===== src/rtl/wwd_pkg.sv =====
// Shared constants, types and helpers of the window watchdog timer
package wwd_pkg;

  // Counter and prescaler geometry
  localparam int CNT_W = 16;
  localparam int PRE_W = 14;
  localparam logic [PRE_W-1:0] DIV_COARSE_LIMIT = 14'h3FFF;  // Divide by 16384
  localparam logic [PRE_W-1:0] DIV_FINE_LIMIT = 14'h00FF;    // Divide by 256
  localparam int DIV_FINE = 256;
  localparam logic [CNT_W-1:0] CNT_TOP = 16'hFFFF;

  // Default interval on the wake-up oscillator
  localparam int DFLT_TIME_MS = 130;
  localparam int WAKEUP_OSC_FREQ_HZ = 500000;
  localparam int DFLT_COUNTS = (DFLT_TIME_MS * (WAKEUP_OSC_FREQ_HZ / 1000) + DIV_FINE - 1) / DIV_FINE;
  localparam logic [CNT_W-1:0] RELOAD_RST = 16'(32'h0001_0000 - 32'(DFLT_COUNTS));
  localparam logic [CNT_W-1:0] WINDOW_RST = 16'h0000;

  // Register byte offsets
  localparam int ADDR_W = 8;
  localparam logic [ADDR_W-1:0] OFS_CTRL = 8'h00;
  localparam logic [ADDR_W-1:0] OFS_RELOAD = 8'h04;
  localparam logic [ADDR_W-1:0] OFS_WINDOW = 8'h08;
  localparam logic [ADDR_W-1:0] OFS_COUNT = 8'h0C;
  localparam logic [ADDR_W-1:0] OFS_STATUS = 8'h10;
  localparam logic [ADDR_W-1:0] OFS_MASK = 8'h14;

  // Control fields
  localparam int CTRL_SRC_SYS_BIT = 0;   // 1: system clock, 0: wake-up oscillator
  localparam int CTRL_DIV_FINE_BIT = 1;  // 1: divide by 256, 0: by 16384
  localparam int CTRL_ENABLED_BIT = 2;   // Read only
  localparam logic [1:0] CTRL_RST = 2'h2;

  // Status and mask fields
  localparam int EVT_W = 3;
  localparam int EVT_OVERFLOW_BIT = 0;
  localparam int EVT_WINDOW_BIT = 1;
  localparam int EVT_SERVICE_BIT = 2;
  localparam logic [EVT_W-1:0] MASK_RST = 3'h0;

  // Supervision states, Gray along run -> off and run -> tripped
  typedef enum logic [1:0] {
    WWD_RUN = 2'b00,
    WWD_TRIP = 2'b01,
    WWD_OFF = 2'b10
  } wwd_state_t;

  // Count still below the programmed window boundary
  function automatic logic in_window(input logic [CNT_W-1:0] cnt, input logic [CNT_W-1:0] bound);
    in_window = cnt < bound;
  endfunction : in_window

endpackage : wwd_pkg


===== src/rtl/wwd_prescaler.sv =====
// Selectable divide-by-16384 or divide-by-256 prescaler for the watchdog counter
`timescale 1ns/1ps
`default_nettype none
module wwd_prescaler (
  // Clock, reset, enable
  input wire logic clock_i,
  input wire logic rstn_i,
  input wire logic ce_i,
  // Source and control
  input wire logic src_tick_i,
  input wire logic div_fine_i,
  input wire logic clear_i,
  // Divided tick
  output logic tick_o
);

  logic [wwd_pkg::PRE_W-1:0] pre_q;
  logic [wwd_pkg::PRE_W-1:0] limit;

  // Limit follows the ratio select live; a mid-period change to fine ends that period early, a change to coarse stretches it
  assign limit = div_fine_i ? wwd_pkg::DIV_FINE_LIMIT : wwd_pkg::DIV_COARSE_LIMIT;
  assign tick_o = src_tick_i && (pre_q >= limit) && !clear_i;

  // Divider count, restarted by every service so the interval starts clean
  always_ff @(posedge clock_i or negedge rstn_i) begin
    if (!rstn_i) begin
      pre_q <= 14'h0000;
    end else if (ce_i) begin
      if (clear_i) begin
        pre_q <= 14'h0000;
      end else if (src_tick_i) begin
        pre_q <= (pre_q >= limit) ? 14'h0000 : pre_q + 14'h0001;
      end
    end
  end

endmodule : wwd_prescaler
`default_nettype wire


===== src/rtl/wwd_timer.sv =====
// Window watchdog timer top: counter, supervision control, registers and interrupt
`timescale 1ns/1ps
`default_nettype none
// Functional notes
// - After every reset the watchdog is enabled and counts with no software action.
// - The off and on instructions stop or restart supervision at any time until a reset request is raised.
// - Software must service before overflow, and an overflow raises a reset request.
// - A service while supervising with the count below the window boundary raises a reset request.
// - The counter is sixteen bits wide and counts upward to overflow.
// - The count clock is system clock or wake-up oscillator, divided by 16384 or 256.
// - Each valid service loads the counter from the reload value register.
// - Reset defaults give about 0.13 s on a 500 kHz wake-up oscillator.
module wwd_timer (
  // Clock, reset, enable
  input wire logic clock_i,
  input wire logic rstn_i,
  input wire logic ce_i,
  // Count sources
  input wire logic wakeup_osc_clk_i,
  // CPU instructions, one-cycle pulses
  input wire logic service_instruction_i,
  input wire logic supervision_off_instruction_i,
  input wire logic supervision_on_instruction_i,
  // Register port
  input wire logic [7:0] reg_addr_i,
  input wire logic [31:0] reg_wdata_i,
  input wire logic reg_we_i,
  input wire logic reg_re_i,
  output logic [31:0] reg_rdata_o,
  // Outputs to the system
  output logic reset_request_o,
  output logic irq_o,
  output logic enabled_o
);

  wwd_pkg::wwd_state_t state_q;
  wwd_pkg::wwd_state_t state_d;
  logic [15:0] count_q;
  logic [15:0] reload_value_register_q;
  logic [15:0] window_q;
  logic [1:0] ctrl_q;
  logic [2:0] status_q;
  logic [2:0] mask_q;
  logic [31:0] rdata_q;
  logic wu_prev_q;
  logic src_tick;
  logic tick;
  logic running;
  logic overflow;
  logic illegal;
  logic legal;
  logic [2:0] events;
  logic [2:0] w1c;
  logic wr_ctrl;
  logic wr_reload;
  logic wr_window;
  logic wr_status;
  logic wr_mask;

  // Register write decode
  assign wr_ctrl = reg_we_i && (reg_addr_i == wwd_pkg::OFS_CTRL);
  assign wr_reload = reg_we_i && (reg_addr_i == wwd_pkg::OFS_RELOAD);
  assign wr_window = reg_we_i && (reg_addr_i == wwd_pkg::OFS_WINDOW);
  assign wr_status = reg_we_i && (reg_addr_i == wwd_pkg::OFS_STATUS);
  assign wr_mask = reg_we_i && (reg_addr_i == wwd_pkg::OFS_MASK);

  // Wake-up oscillator edge; the pin is taken as synchronous, so one flop suffices
  always_ff @(posedge clock_i or negedge rstn_i) begin
    if (!rstn_i) begin
      wu_prev_q <= 1'b0;
    end else if (ce_i) begin
      wu_prev_q <= wakeup_osc_clk_i;
    end
  end

  // Source select: every system cycle, or each rising oscillator edge
  assign src_tick = ctrl_q[wwd_pkg::CTRL_SRC_SYS_BIT] ? 1'b1 : (wakeup_osc_clk_i && !wu_prev_q);

  wwd_prescaler u_prescaler (
    .clock_i(clock_i),
    .rstn_i(rstn_i),
    .ce_i(ce_i),
    .src_tick_i(src_tick && running),
    .div_fine_i(ctrl_q[wwd_pkg::CTRL_DIV_FINE_BIT]),
    .clear_i(service_instruction_i),
    .tick_o(tick)
  );

  wwd_window_check u_window (
    .count_i(count_q),
    .boundary_i(window_q),
    .service_i(service_instruction_i),
    .armed_i(running),
    .illegal_o(illegal),
    .legal_o(legal)
  );

  assign running = (state_q == wwd_pkg::WWD_RUN);
  // Overflow only while supervising; a same-cycle service wins
  assign overflow = running && tick && (count_q == wwd_pkg::CNT_TOP) && !service_instruction_i;

  // Supervision state; a raised request is kept until the system resets us
  always_comb begin
    state_d = state_q;
    unique case (state_q)
      wwd_pkg::WWD_RUN: begin
        if (overflow || illegal) begin
          state_d = wwd_pkg::WWD_TRIP;
        end else if (supervision_off_instruction_i) begin
          state_d = wwd_pkg::WWD_OFF;
        end
      end
      wwd_pkg::WWD_OFF: begin
        if (supervision_on_instruction_i) begin
          state_d = wwd_pkg::WWD_RUN;
        end
      end
      wwd_pkg::WWD_TRIP: begin
        state_d = wwd_pkg::WWD_TRIP;
      end
      default: begin
        state_d = wwd_pkg::WWD_TRIP;  // Illegal code fails safe
      end
    endcase
  end

  always_ff @(posedge clock_i or negedge rstn_i) begin
    if (!rstn_i) begin
      state_q <= wwd_pkg::WWD_RUN;
    end else if (ce_i) begin
      state_q <= state_d;
    end
  end

  // Up-counter; holds while off or tripped, reload on legal service or on overflow
  always_ff @(posedge clock_i or negedge rstn_i) begin
    if (!rstn_i) begin
      count_q <= wwd_pkg::RELOAD_RST;
    end else if (ce_i) begin
      if (legal) begin
        count_q <= reload_value_register_q;
      end else if (overflow) begin
        count_q <= reload_value_register_q;
      end else if (running && tick) begin
        count_q <= count_q + 16'h0001;
      end
    end
  end

  // Reset request level, cleared only by the system reset
  always_ff @(posedge clock_i or negedge rstn_i) begin
    if (!rstn_i) begin
      reset_request_o <= 1'b0;
    end else if (ce_i) begin
      if (overflow || illegal) begin
        reset_request_o <= 1'b1;
      end
    end
  end

  // Control and timing configuration registers
  always_ff @(posedge clock_i or negedge rstn_i) begin
    if (!rstn_i) begin
      ctrl_q <= wwd_pkg::CTRL_RST;
      reload_value_register_q <= wwd_pkg::RELOAD_RST;
      window_q <= wwd_pkg::WINDOW_RST;
    end else if (ce_i) begin
      if (wr_ctrl) begin
        ctrl_q <= reg_wdata_i[1:0];
      end
      if (wr_reload) begin
        reload_value_register_q <= reg_wdata_i[15:0];
      end
      if (wr_window) begin
        window_q <= reg_wdata_i[15:0];
      end
    end
  end

  // Sticky events; a new event beats a same-cycle write-one clear
  assign events = {legal, illegal, overflow};
  assign w1c = wr_status ? reg_wdata_i[2:0] : 3'h0;

  always_ff @(posedge clock_i or negedge rstn_i) begin
    if (!rstn_i) begin
      status_q <= 3'h0;
      mask_q <= wwd_pkg::MASK_RST;
    end else if (ce_i) begin
      status_q <= (status_q & ~w1c) | events;
      if (wr_mask) begin
        mask_q <= reg_wdata_i[2:0];
      end
    end
  end

  assign irq_o = |(status_q & mask_q);
  assign enabled_o = running;

  // Read data, valid only in the cycle after the strobe; unmapped reads give zero
  always_ff @(posedge clock_i or negedge rstn_i) begin
    if (!rstn_i) begin
      rdata_q <= 32'h0000_0000;
    end else if (ce_i) begin
      rdata_q <= 32'h0000_0000;
      if (reg_re_i) begin
        unique case (reg_addr_i)
          wwd_pkg::OFS_CTRL: begin
            rdata_q <= {29'h0000_0000, running, ctrl_q};
          end
          wwd_pkg::OFS_RELOAD: begin
            rdata_q <= {16'h0000, reload_value_register_q};
          end
          wwd_pkg::OFS_WINDOW: begin
            rdata_q <= {16'h0000, window_q};
          end
          wwd_pkg::OFS_COUNT: begin
            rdata_q <= {16'h0000, count_q};
          end
          wwd_pkg::OFS_STATUS: begin
            rdata_q <= {29'h0000_0000, status_q};
          end
          wwd_pkg::OFS_MASK: begin
            rdata_q <= {29'h0000_0000, mask_q};
          end
          default: begin
            rdata_q <= 32'h0000_0000;
          end
        endcase
      end
    end
  end

  assign reg_rdata_o = rdata_q;

  // Enabled right out of reset
  logic first_q;
  always_ff @(posedge clock_i or negedge rstn_i) begin
    if (!rstn_i) begin
      first_q <= 1'b1;
    end else begin
      first_q <= 1'b0;
    end
  end

  // Prescaler period in source ticks; pauses with the divider while not running
  // A control write leaves the running period unjudged, since its ratio may change midway
  logic [14:0] gap_q;
  logic gap_valid_q;
  always_ff @(posedge clock_i or negedge rstn_i) begin
    if (!rstn_i) begin
      gap_q <= 15'h0000;
      gap_valid_q <= 1'b1;
    end else if (ce_i) begin
      if (service_instruction_i || tick) begin
        gap_q <= 15'h0000;
        gap_valid_q <= 1'b1;
      end else begin
        if (src_tick && running) begin
          gap_q <= gap_q + 15'h0001;
        end
        if (wr_ctrl) begin
          gap_valid_q <= 1'b0;
        end
      end
    end
  end
endmodule : wwd_timer
`default_nettype wire


===== src/rtl/wwd_window_check.sv =====
// Classifies a service request as legal refresh or window violation
`timescale 1ns/1ps
`default_nettype none
module wwd_window_check (
  // Counter view
  input wire logic [15:0] count_i,
  input wire logic [15:0] boundary_i,
  // Request
  input wire logic service_i,
  input wire logic armed_i,
  // Verdict
  output logic illegal_o,
  output logic legal_o
);

  logic early;

  // Early refresh only counts against an armed watchdog
  assign early = wwd_pkg::in_window(count_i, boundary_i);
  assign illegal_o = service_i && armed_i && early;
  assign legal_o = service_i && !(armed_i && early);

endmodule : wwd_window_check
`default_nettype wire


===== config.mk =====
export PLATFORM = sky130hd
export DESIGN_NAME = wwd_timer
export DESIGN_NICKNAME = d
export VERILOG_FILES = /design/src/rtl/wwd_pkg.sv /design/src/rtl/wwd_prescaler.sv /design/src/rtl/wwd_timer.sv /design/src/rtl/wwd_window_check.sv
export SDC_FILE = /design/constraint.sdc
export NUM_CORES = 1
export LEC_CHECK = 0
export ABC_CLOCK_PERIOD_IN_PS = 5310
export BUFFER_PORTS_ARGS = -buffer_cell sky130_fd_sc_hd__buf_2
export CORE_UTILIZATION = 50
export DETAILED_ROUTE_END_ITERATION = 16
export PLACE_DENSITY = 0.7
export SYNTH_ARGS = -nofsm -noshare
export SYNTH_HDL_FRONTEND = slang
export SYNTH_SLANG_ARGS = --single-unit

===== constraint.sdc =====
create_clock -name clock_i -period 5.31 [get_ports clock_i]
set_clock_uncertainty 0.1 [all_clocks]
set_input_delay 0.2655 -clock clock_i [delete_from_list [all_inputs] [get_ports clock_i]]
set_output_delay 0.2655 -clock clock_i [all_outputs]
set_load 0.02 [all_outputs]

# ---- After elaboration in Yosys (flattened, before gate mapping)
# Cells that the tools add are included.
dict set report word_totals {
  ff_bits 106
  in_bits 49
  output_inout_bits 35
  wordCells 76
}
dict set report classes {
  mux 15
  bitwise_logic 4
  magnitude_cmp 2
  n_addsub 2
  reduce_logical 33
  n_eq_ne 9
}
# cell count
set ops {}
lappend ops {{$pmux W16 S6} 1}
lappend ops {{$mux W16} 4}
lappend ops {{$mux W14} 4}
lappend ops {{$add A16 B1 Y16 const B} 1}
lappend ops {{$eq A16 B16 Y1 const B} 1}
lappend ops {{$eq A8 B4 Y1 const B} 2}
lappend ops {{$eq A8 B5 Y1 const B} 2}
lappend ops {{$logic_and A1 B1 Y1} 16}
lappend ops {{$lt A16 B16 Y1} 1}
lappend ops {{$add A14 B1 Y14 const B} 1}
lappend ops {{$ge A14 B14 Y1} 1}
lappend ops {{$reduce_and A2 Y1} 7}
lappend ops {{$eq A8 B3 Y1 const B} 1}
lappend ops {{$logic_not A8 Y1} 1}
lappend ops {{$and A3 B3 Y3} 2}
lappend ops {{$mux W2} 3}
lappend ops {{$pmux W2 S2} 1}
lappend ops {{$logic_not A1 Y1} 3}
lappend ops {{$mux W3} 1}
lappend ops {{$ne A3 B2 Y1 const B} 1}
lappend ops {{$not A3 Y3} 1}
lappend ops {{$or A3 B3 Y3} 1}
lappend ops {{$reduce_and A3 Y1} 1}
lappend ops {{$reduce_bool A3 Y1} 1}
lappend ops {{7 further kinds} 7}

# ---- Logic depth before layout (Yosys ltp)
# Gate-level depths: netlist (run 1).
dict set report depth {
  word_depth 12
  depth_mapped 10
  mapped_depth_nobuf 9
}

# ---- Cells and area by module
# From an unflattened synthesis (run 1), not the netlist that was laid out.
dict set report unflattened {
  hier_cells 515
  area_unflattened_um2 5430.2
}
# module seq_area_each_um2 cells_each area_each_um2 instances
set modules_own_cells {}
lappend modules_own_cells {wwd_timer 1925.6 351 4003.8 1}
lappend modules_own_cells {wwd_prescaler 350.3 106 1023.5 1}
lappend modules_own_cells {wwd_window_check 0.0 58 402.9 1}

# ---- Worst setup path after synthesis (run 1)
# OpenSTA, ideal clock, no wires.
dict set report synth_timing {
  kind {reg-to-reg}
  start {register ctrl_q[1]}
  end {register count_q[12]}
  setup_slack_ns 2.857
  arrival_ns 2.276
  stages_incl_launch_ff 10
  synth_period_minus_slack_ns 2.453
  t_required_ns 5.132
  path_buffers 1
  setup_time_ns 0.078
  path_cell_list {dfstp_2 ha_1 and3_1 a41o_1 a21oi_2 nor2_1 o21ai_2 buf_2 a21oi_1 o22ai_1}
}
dict set report synth_between {
  elab_chain_cells 9
  word_cells_on_any_way 11
  cone_classes {order compare (1); mux (3); reduce/logical (7)}
}
# item line_no
set synth_lines {}
lappend synth_lines {{start, declared} wwd_timer.sv:41} ;# logic [1:0] ctrl_q;
lappend synth_lines {{start signal, assigned} wwd_timer.sv:164} ;# ctrl_q <= wwd_pkg::CTRL_RST;
lappend synth_lines {{start signal, assigned} wwd_timer.sv:169} ;# ctrl_q <= reg_wdata_i[1:0];
lappend synth_lines {{$mux W14 (*)} wwd_prescaler.sv:21} ;# assign limit = div_fine_i ? wwd_pkg::DIV_FINE_LIMIT : wwd_pkg::DIV_COARSE_LIMIT;
lappend synth_lines {{$ge A14 B14 Y1 (*)} wwd_prescaler.sv:22} ;# assign tick_o = src_tick_i && (pre_q >= limit) && !clear_i;
lappend synth_lines {{$logic_and A1 B1 Y1 (*) (2 in series)} wwd_prescaler.sv:22}
lappend synth_lines {{$logic_and A1 B1 Y1 (*)} {wwd_timer.sv:100, wwd_timer.sv:144}}
lappend synth_lines {{$logic_and A1 B1 Y1 (2 in series)} wwd_timer.sv:100} ;# assign overflow = running && tick && (count_q == wwd_pkg::CNT_TOP) && !service_instruction_i;
lappend synth_lines {{$reduce_bool A3 Y1 (no source line) / $mux W16 (equally long branches)} -}
lappend synth_lines {{$reduce_and A2 Y1 (no source line) / $mux W16 (equally long branches)} -}
lappend synth_lines {{end signal, assigned} wwd_timer.sv:138} ;# count_q <= wwd_pkg::RELOAD_RST;
lappend synth_lines {{end signal, assigned} wwd_timer.sv:141} ;# count_q <= reload_value_register_q;
lappend synth_lines {{end signal, assigned} wwd_timer.sv:143} ;# count_q <= reload_value_register_q;
lappend synth_lines {{end, declared} wwd_timer.sv:38} ;# logic [15:0] count_q;
# Every way passes the cells marked *; elsewhere a longest branch is shown, timed or not.
# A chain may end at the register's enable or synchronous reset.

# ---- Final worst setup path (run 1)
dict set report layout_timing {
  start {register ctrl_q[1]}
  end {register count_q[0]}
}
# Same word-level chain as after synthesis.

==> results of run 1 <==
## metrics by stage
| step | instances | power, mW | cell area [um^2] | setup slack [ps] | hold WS (ps) |
|---|---|---|---|---|---|
| 2_1_floorplan | 533 | 1.16 | 5190 | 2860 | -130 |
| 3_3_place_gp | 682 | 1.25 | 5410 | 2160 | 200 |
| 3_5_place_dp | 682 | 1.27 | 5410 | 2100 | 200 |
| 4_1_cts | 699 | 1.81 | 5650 | 2100 | 4.85 |
| 5_1_grt | 699 | 1.89 | 5650 | 1890 | 24.4 |
| 6_report | 699 | 1.79 | 5650 | 2100 | 18.0 |
## how the worst max path moves through the flow
stage,startpoint,endpoint,slack [ps],depth (start not counted)
floorplan,ctrl_q[1]$_DFFE_PN1P_,count_q[12]$_DFFE_PN1P_,2860,9
global placement,ctrl_q[1]$_DFFE_PN1P_,count_q[0]$_DFFE_PN0P_,2160,8
detailed placement,ctrl_q[1]$_DFFE_PN1P_,count_q[0]$_DFFE_PN0P_,2100,8
CTS,count_q[2]$_DFFE_PN0P_,count_q[6]$_DFFE_PN0P_,2100,9
global route,ctrl_q[1]$_DFFE_PN1P_,count_q[0]$_DFFE_PN0P_,1890,8
finish,ctrl_q[1]$_DFFE_PN1P_,count_q[0]$_DFFE_PN0P_,2100,8
## logic make-up (layout without fill, tap and decap cells)
| logic type | count (synthesis) | in the layout |
|---|---|---|
| XOR/XNOR | 9 | 9 |
| flip-flops | 90 | 90 |
| AND/OR/NAND/NOR | 142 | 142 |
| multiplexers | 60 | 60 |
| buffers and inverters | 77 | 110 |
| AO/OA/AOI/OAI | 116 | 116 |
| adder cells (fa/ha/maj) | 23 | 23 |
| other | 1 | 16 |
## cells in the mapped netlist, types with 9 or more instances
master    number
nor2_1        32
a21oi_1       15
o21ai_0       35
ha_1          23
inv_1         40
xor2_1         9
buf_4         16
clkbuf_1      14
o22ai_1       22
dfstp_2       19
dfrtp_1       71
nand4_1        9
nand2_1       41
a22oi_1       14
nand3_1       21
mux2_2        30
mux2i_1       19
## cell type report
class,count,area [um^2],share of cell area
timing repair buffer,54,283,0.0500
tap,133,166,0.0294
clock buffer,12,155,0.0274
inverter,40,150,0.0266
sequential,90,2280,0.403
multi-input combinational,366,2550,0.451
clock inverter,4,73.8,0.0131
## flip-flops by register name (all words and copies together) (netlist names)
signal	flops
count_q	16
u_prescaler.pre_q	14
reg_rdata_o	16
status_q	3
reset_request_o	1
ctrl_q	2
state_q	2
reload_value_register_q	16
wu_prev_q	1
mask_q	3
window_q	16
## repair_timing
action / CTS / global route
hold buffers: 1 / 0
endpoints found under the hold margin: 28 / 0
setup buffers: 0 / 0
## routing by layer
layer | up-vias | GRT usage
li1 | 1904 | -
met1 | 1934 | 0.319
met2 | 103 | 0.385
met3 | 18 | 0.0343
met4 | 0 | 0.109
met5 | - | 0
## report_power, final
group          switching [mW]  total, mW  leakage (nW)  internal (mW)
logic                   0.250      0.427          1.36          0.176
registers              0.0732      0.828          1.16          0.755
clock network           0.245      0.536         0.117          0.291
==> results.md, run 1 <==
Outcome:
- The run finished with clean final reports.

Logic synthesis:
- Of the post-synthesis cell area, the dominant cell type holds 0.346.
- After technology mapping, the gate count stands at 518.
- The mean cell area of the mapped netlist is 9.92 um^2.
- The simple-gate share of the synthesized area is 0.137.
- The largest family of logic cells by synthesized area is compound AO/OA/AOI/OAI gates.
- Among all flip-flop cells after synthesis, the most frequent one is dfrtp_1.
- The arithmetic-cell share of the synthesized area counting full adders, half adders and majority gates is 0.0560.
- The count of flip-flops with a built-in enable after synthesis is 0.
- The register area share after synthesis is 0.443.
- Counting distinct cell types in the post-synthesis netlist gives 57.
- Of the total synthesized cell area, the portion taken by XOR and XNOR cells is 0.0153.
- The synthesized-area fraction occupied by ao, oa, aoi and oai cells is 0.143.
- The synthesized flop and latch total is 90.
- Yosys printed 0 warnings.
- Of all cell types, the one taking the most synthesized area is dfrtp_1.
- The portion of synthesized area spent on multiplexers is 0.133.
- For this run, asynchronously set or reset flops after synthesis account for 1.00.
- By area the synthesized netlist is led by dfrtp_1, dfstp_2, mux2_2, ha_1, mux2i_1.
- The synthesized netlist occupies a cell area of 0.00514 mm^2.

Detailed routing:
- The routed wire length is 11.6 mm.
- The met3 routed wirelength is 508 um.
- The routed via count is 3959.
- The starting DRC count in detailed routing is 247.
- The uppermost signal routing layer after detailed routing is met4.
- After detailed routing, the number of remaining DRC violations is 0.
- After detailed routing, the number of vias per cell comes to 5.66.
- The length of routed met2 wiring is 5.57 mm.
- After detailed routing, the wire length on met1 is 5.27 mm.
- In this run the remaining antenna-violating nets after routing total 0.
- The first detailed-routing pass took 5 iterations.
- The detailed-route wire length per cell is 16.6 um.

Clocking:
- The H-tree generated during clock tree synthesis spans 3 levels.
- The number of buffers added by the clock tree synthesis step is 9.
- The TritonCTS clock tree is built.
- The clock latency on the worst-skew pair is 370 ps.
- CTS saw 90 sinks.
- The number of instances resized during post-cts repair is 0.
- The root buffer cell chosen for the clock tree is clkbuf_8.
- The buffer levels on the longest clock path is 2.
- The clock transition at the registers of the reported paths is 90 ps.

Cells and area:
- The fill cell total of the finished layout is 874.
- The area growth from synthesis to layout is 10.1%.
- For this run, the share of the core covered by cells in the final layout is 0.573.
- The fraction of final layout cells with drive strength greater than 1 is 0.224.
- In the layout the commonest cells are dfrtp_1, buf_2, nand2_1.
- The most common cell after layout, fill and taps aside is dfrtp_1.
- The number of nets in the layout is 633.
- The antenna diode count is 0.

Floorplanning:
- The area of the core region is 0.00986 mm^2.
- After floorplanning, the core was divided into 36 placement rows.
- The area of the die is 0.0107 mm^2.
- For this configuration, the core starts out at a cell density of 0.521.
- The die is 103 um wide.
- The floorplan die height is 103 um.
- 84 I/O pins were placed.

Placed design:
- Detailed placement finished with a half-perimeter wire length of 8.08 mm.
- Input and output buffers added on the ports amount to 51.
- Routability-driven placement finished with a final weighted congestion of 0.840.

Worst setup path:
- The worst flop-to-flop path endpoint is count_q[0]$_DFFE_PN0P_.
- The signal on the critical path passes through ha_1 -> and3_1 -> a41o_1 -> a21oi_2 -> nor2_1 -> o21ai_2 -> nor4_1 -> a211o_1.
- The slowest stage cell on the critical path is o21ai_2.
- The cell family contributing the most delay on the critical path is compound AO/OA/AOI/OAI gates.
- The data required time at the worst endpoint is 5470 ps.
- In this run the critical register-to-register path is launched from ctrl_q[1]$_DFFE_PN1P_.
- The worst setup path is captured at a flip-flop.
- The setup path with the least slack is of type reg2reg.
- The data arrival time at the worst-slack endpoint is 3380 ps.
- Along the worst path, the maximum fanout reaches 28.
- The largest stage delay on the critical path is 850 ps.
- In this run the register-to-register setup slack is 2100 ps.
- Counting cells, the worst reg-to-reg path comes to 8.
- The number of buffers and inverters on the critical path is 0.
- The type of origin of the critical path is a flip-flop.

Timing:
- The number of pins exceeding their max-slew limit in the final report is 0.
- The sum of negative setup slack is 0 ps.
- For this run, the top clock speed supported by timing is 0.311 GHz.
- For the finished layout, the period the worst path requires is 3210 ps.
- Setup violations remaining at the end of the flow were counted as 0.
- The post-route clock period utilization is 0.605.
- The count of endpoints failing hold in the final timing report is 0.
- At the pin with the least slew margin, the transition time is 1150 ps.
- Setup repair after global routing left no endpoint under its margin.
- The worst max-slew margin expressed relative to the limit is 0.231.

Pwr:
- The power density over the cells is 317 mW/mm^2.
- IR analysis of the VDD net gives a maximum drop of 0.152 mV.
- The leakage power total is 2.64 nW.

GRT:
- The overall fraction of global-route tracks in use is 0.239.
- The number of antenna violations at the first check in global routing is 0.
- After global routing the overflow that remains totals 0.
- The wire length of the first global-routing pass is 19.1 mm.
- Entering global routing, the biggest net connects 49 pins.
- The via count of the first global-routing pass came to 3892.

Worst hold path:
- The worst hold path belongs to the class in2reg.
- The launch point of the worst hold path is reg_wdata_i[3].
- The path with the worst hold slack has its endpoint at window_q[3]$_DFFE_PN0P_.
- The number of stages on the worst hold path is 2.

Flow run:
- Max-cap violations in this run came to 0.
Note: power is estimated with default switching activity, not from simulation.
==> run 2: changes to the inputs <==
- ABC_CLOCK_PERIOD_IN_PS: 5310 -> 2700
- PLACE_DENSITY: 0.7 -> 0.73
- clock period: 5.31 -> 2.7 ns (I/O delays scaled with it)
==> run 2 against run 1 <==
Routed wire length rose by 3.7%; clock power up 96%; cell count grew 6.7%; first-iteration DRC count decreased by 23%; sequential share of layout area decreased by 2.8 points; die area is the same; flip-flop and latch count stayed put; maximum frequency grew 24%; critical endpoint is now count_q[7]$_DFFE_PN0P_; sequential power rose by 93%.
==> results.md, run 2 (same netlist as run 1, synthesis figures left out) <==
Worst setup path:
- The data required time at the worst endpoint is 2870 ps (-2600 ps).
- The critical path is of the reg2reg type.
- The worst register-to-register path begins at count_q[13]$_DFFE_PN1P_.
- The data arrival time at the worst-slack endpoint is 2760 ps (-620 ps).
- STA classifies the critical path startpoint as a flip-flop.
- The maximum fanout count along the critical path was 12 (-57%).
- The worst setup path is captured at a flip-flop.
- Tracing the worst setup path back leads to its startpoint at count_q[13]$_DFFE_PN1P_.

Clocking:
- TritonCTS built the clock tree.
- The buffer levels on the longest clock path came to 2 (unchanged).
- The number of sinks handled by clock tree synthesis was 90 (unchanged).
- The CTS H-tree depth is 3 (unchanged).
- The number of buffers added by the clock tree synthesis step is 9 (unchanged).
- The clock latency on the worst-skew pair is 380 ps (about the same).
- The cell chosen for the clock root is clkbuf_8.
- The clock transition at the registers of the reported paths was 90 ps (about the same).

Pwr:
- The leakage power total came to 2.86 nW (+8.4%).
- The switching power as a share of total power is 0.312 (-0.00537).
- The internal portion of total power is 2.54 mW (+110%).
- The relative contribution of combinational cells to total power was 0.282 (+0.044).
- The portion of total power attributed to the clock network is 0.284 (-0.015).
- The peak supply drop is 0.259 mV (+71%).
- The sequential power share is 0.434 (-0.028).
- The power density over the cells is 607 mW/mm^2 (+91%).
- The switching component of the power is 1.15 mW (+100%).

Timing:
- The setup-violating endpoint count in the final report is 0 (unchanged).
- The worst hold margin is 10.2 ps (-7.82 ps).
- The number of pins exceeding their max-slew limit in the final report came to 0 (unchanged).
- The count of endpoints failing hold in the final timing report came to 0 (unchanged).
- Setup repair after global routing left no endpoint under its margin.
- The sum of negative setup slack came to 0 ps (unchanged).
- The worst max-slew margin expressed relative to the limit came to 0.543 (+0.312).
- The time the final worst path needs with I/O delays and setup is 2600 ps (-617 ps).
- The post-route clock period utilization came to 0.961 (+0.356).
- The transition time at the pin with the least slew margin was 686 ps (-466 ps).
- The maximum frequency from static timing analysis was 0.385 GHz (+24%).

GRT:
- The pin count of the biggest net entering global routing is 54 (+10%).
- The number of antenna violations at the first check in global routing came to 0 (unchanged).
- The wire length of the first global-routing pass is 19.9 mm (+4.0%).
- The via count of the first global-routing pass was 4064 (+4.4%).
- The total congestion overflow after global routing is 0 (unchanged).
- The overall fraction of global-route tracks in use is 0.249 (+0.0101).

Cells and area:
- The area growth from synthesis to layout is 18.3%.
- The non-filler instance count after layout came to 746 (+6.7%).
- The antenna diode count is 0 (unchanged).
- The fraction of final layout cells with drive strength greater than 1 is 0.253 (+0.0285).
- The fraction of the core area covered by cells at the end of the flow was 0.616 (+0.0429).
- The flip-flop and latch area is 0.00228 mm^2 (unchanged).
- The area of the multi-input gates is 0.00256 mm^2 (+0.39%).
- In the layout the commonest cells are dfrtp_1, buf_2, nand2_1.
- The most common cell after layout, fill and taps aside is dfrtp_1.
- The number of nets in the layout is 681 (+7.6%).
- The fill cell total of the finished layout is 833 (-4.7%).

Detailed routing:
- The routed via count was 4171 (+5.4%).
- The number of search-and-repair iterations in the first detailed-routing pass is 5 (unchanged).
- The vias per cell is 5.59 (-1.3%).
- The starting DRC count in detailed routing is 190 (-23%).
- The detailed-route wire length per cell is 16.2 um (-2.8%).
- The detailed-route DRC error count is 0 (unchanged).
- The count of nets left with antenna violations after detail routing is 0 (unchanged).
- The routed wire length is 12.1 mm (+3.7%).

Placed design:
- The final estimated routing congestion in global placement is 0.841 (about the same).
- The number of I/O port buffers is 51 (unchanged).
- The post-DP HPWL was 8.69 mm (+7.6%).
- The cell count after placement came to 708 (+3.8%).

Floorplanning:
- The die boundary width is 103 um (unchanged).
- The total number of placement rows is 36 (unchanged).
- The starting density of the core was 0.521 (unchanged).
- The area of the core region is 0.00986 mm^2 (unchanged).
- The area of the die is 0.0107 mm^2 (unchanged).
- The floorplan die height came to 103 um (unchanged).
- The I/O pin total is 84 (unchanged).

Outcome:
- The run finished with clean final reports.

Worst hold path:
- The startpoint identified for the worst hold timing path is service_instruction_i.
- The min-delay analysis places its worst path in the category in2reg.

Flow run:
- The max-capacitance violation count was 0 (unchanged).
## run 2: changes by cell type in the layout (fill, tap and decap cells not counted), sizes merged
cell	change
dlygate4sd3	+20
clkbuf	+1
buf	+28
clkinv	-2
## run 2: power groups by stage
| stage | Combinational (mW) | Clock [mW] | Sequential (mW) |
|---|---|---|---|
| 5_1_grt | 1.16 | 1.11 | 1.62 |
| 3_3_place_gp | 0.928 | 0 | 1.61 |
| 3_5_place_dp | 0.965 | 0 | 1.62 |
| 4_1_cts | 0.992 | 1.06 | 1.60 |
| 6_report | 1.04 | 1.05 | 1.60 |
| 2_1_floorplan | 0.655 | 0 | 1.62 |
## run 2: path summary, 6_finish.rpt
check                                                end  slack (ps)  cells after the start
worst min register to register   window_q[6]$_DFFE_PN0P_         400                      1
worst max-delay path              count_q[7]$_DFFE_PN0P_         100                     10
worst min-delay path             status_q[2]$_DFFE_PN0P_          10                      3
max in group asynchronous         count_q[9]$_DFFE_PN1P_        1530                      3
worst max register to register    count_q[7]$_DFFE_PN0P_         100                     10
min in group asynchronous       window_q[14]$_DFFE_PN0P_         230                      2
## run 2: per-stage QoR
stage / worst slack, ps / total power [mW] / area [um^2]
floorplan: 247 / 2.27 / 5190
global placement: 169 / 2.54 / 5620
detailed placement: 47.7 / 2.59 / 5620
CTS: 27.8 / 3.65 / 6050
global route: 1.04 / 3.89 / 6080
finish: 104 / 3.69 / 6080
## run 2: what timing repair did
action,CTS,global route
buffers inserted,0,2
endpoints found under the setup margin,0,15
hold endpoints to repair,86,0
resized for setup,0,4
hold buffers,21,0
## run 2: final cells by class
cell class,count,share of cell area
Clock inverter,2,0.00988
Inverter,40,0.0247
Clock buffer,13,0.0262
Sequential cell,90,0.375
Tap cell,133,0.0274
Timing Repair Buffer,102,0.116
Multi-Input combinational cell,366,0.421
## run 2: critical path: stages (launching register included)
cell and delay (ps):
dfstp_2 570, ha_1 250, a211oi_1 250, o21ai_1 120
a22oi_1 190, o31ai_1 100, buf_4 190, nor2_4 180
buf_4 190, mux2i_1 230, o22ai_1 110
## run 2: per-layer routing
metal / up-vias / part of all wire / GRT usage
li1: 1997 / - / -
met1: 2020 / 0.45 / 0.327
met2: 137 / 0.48 / 0.408
met3: 17 / 0.054 / 0.0477
met4: 0 / 0.015 / 0.0964
met5: - / 0 / 0
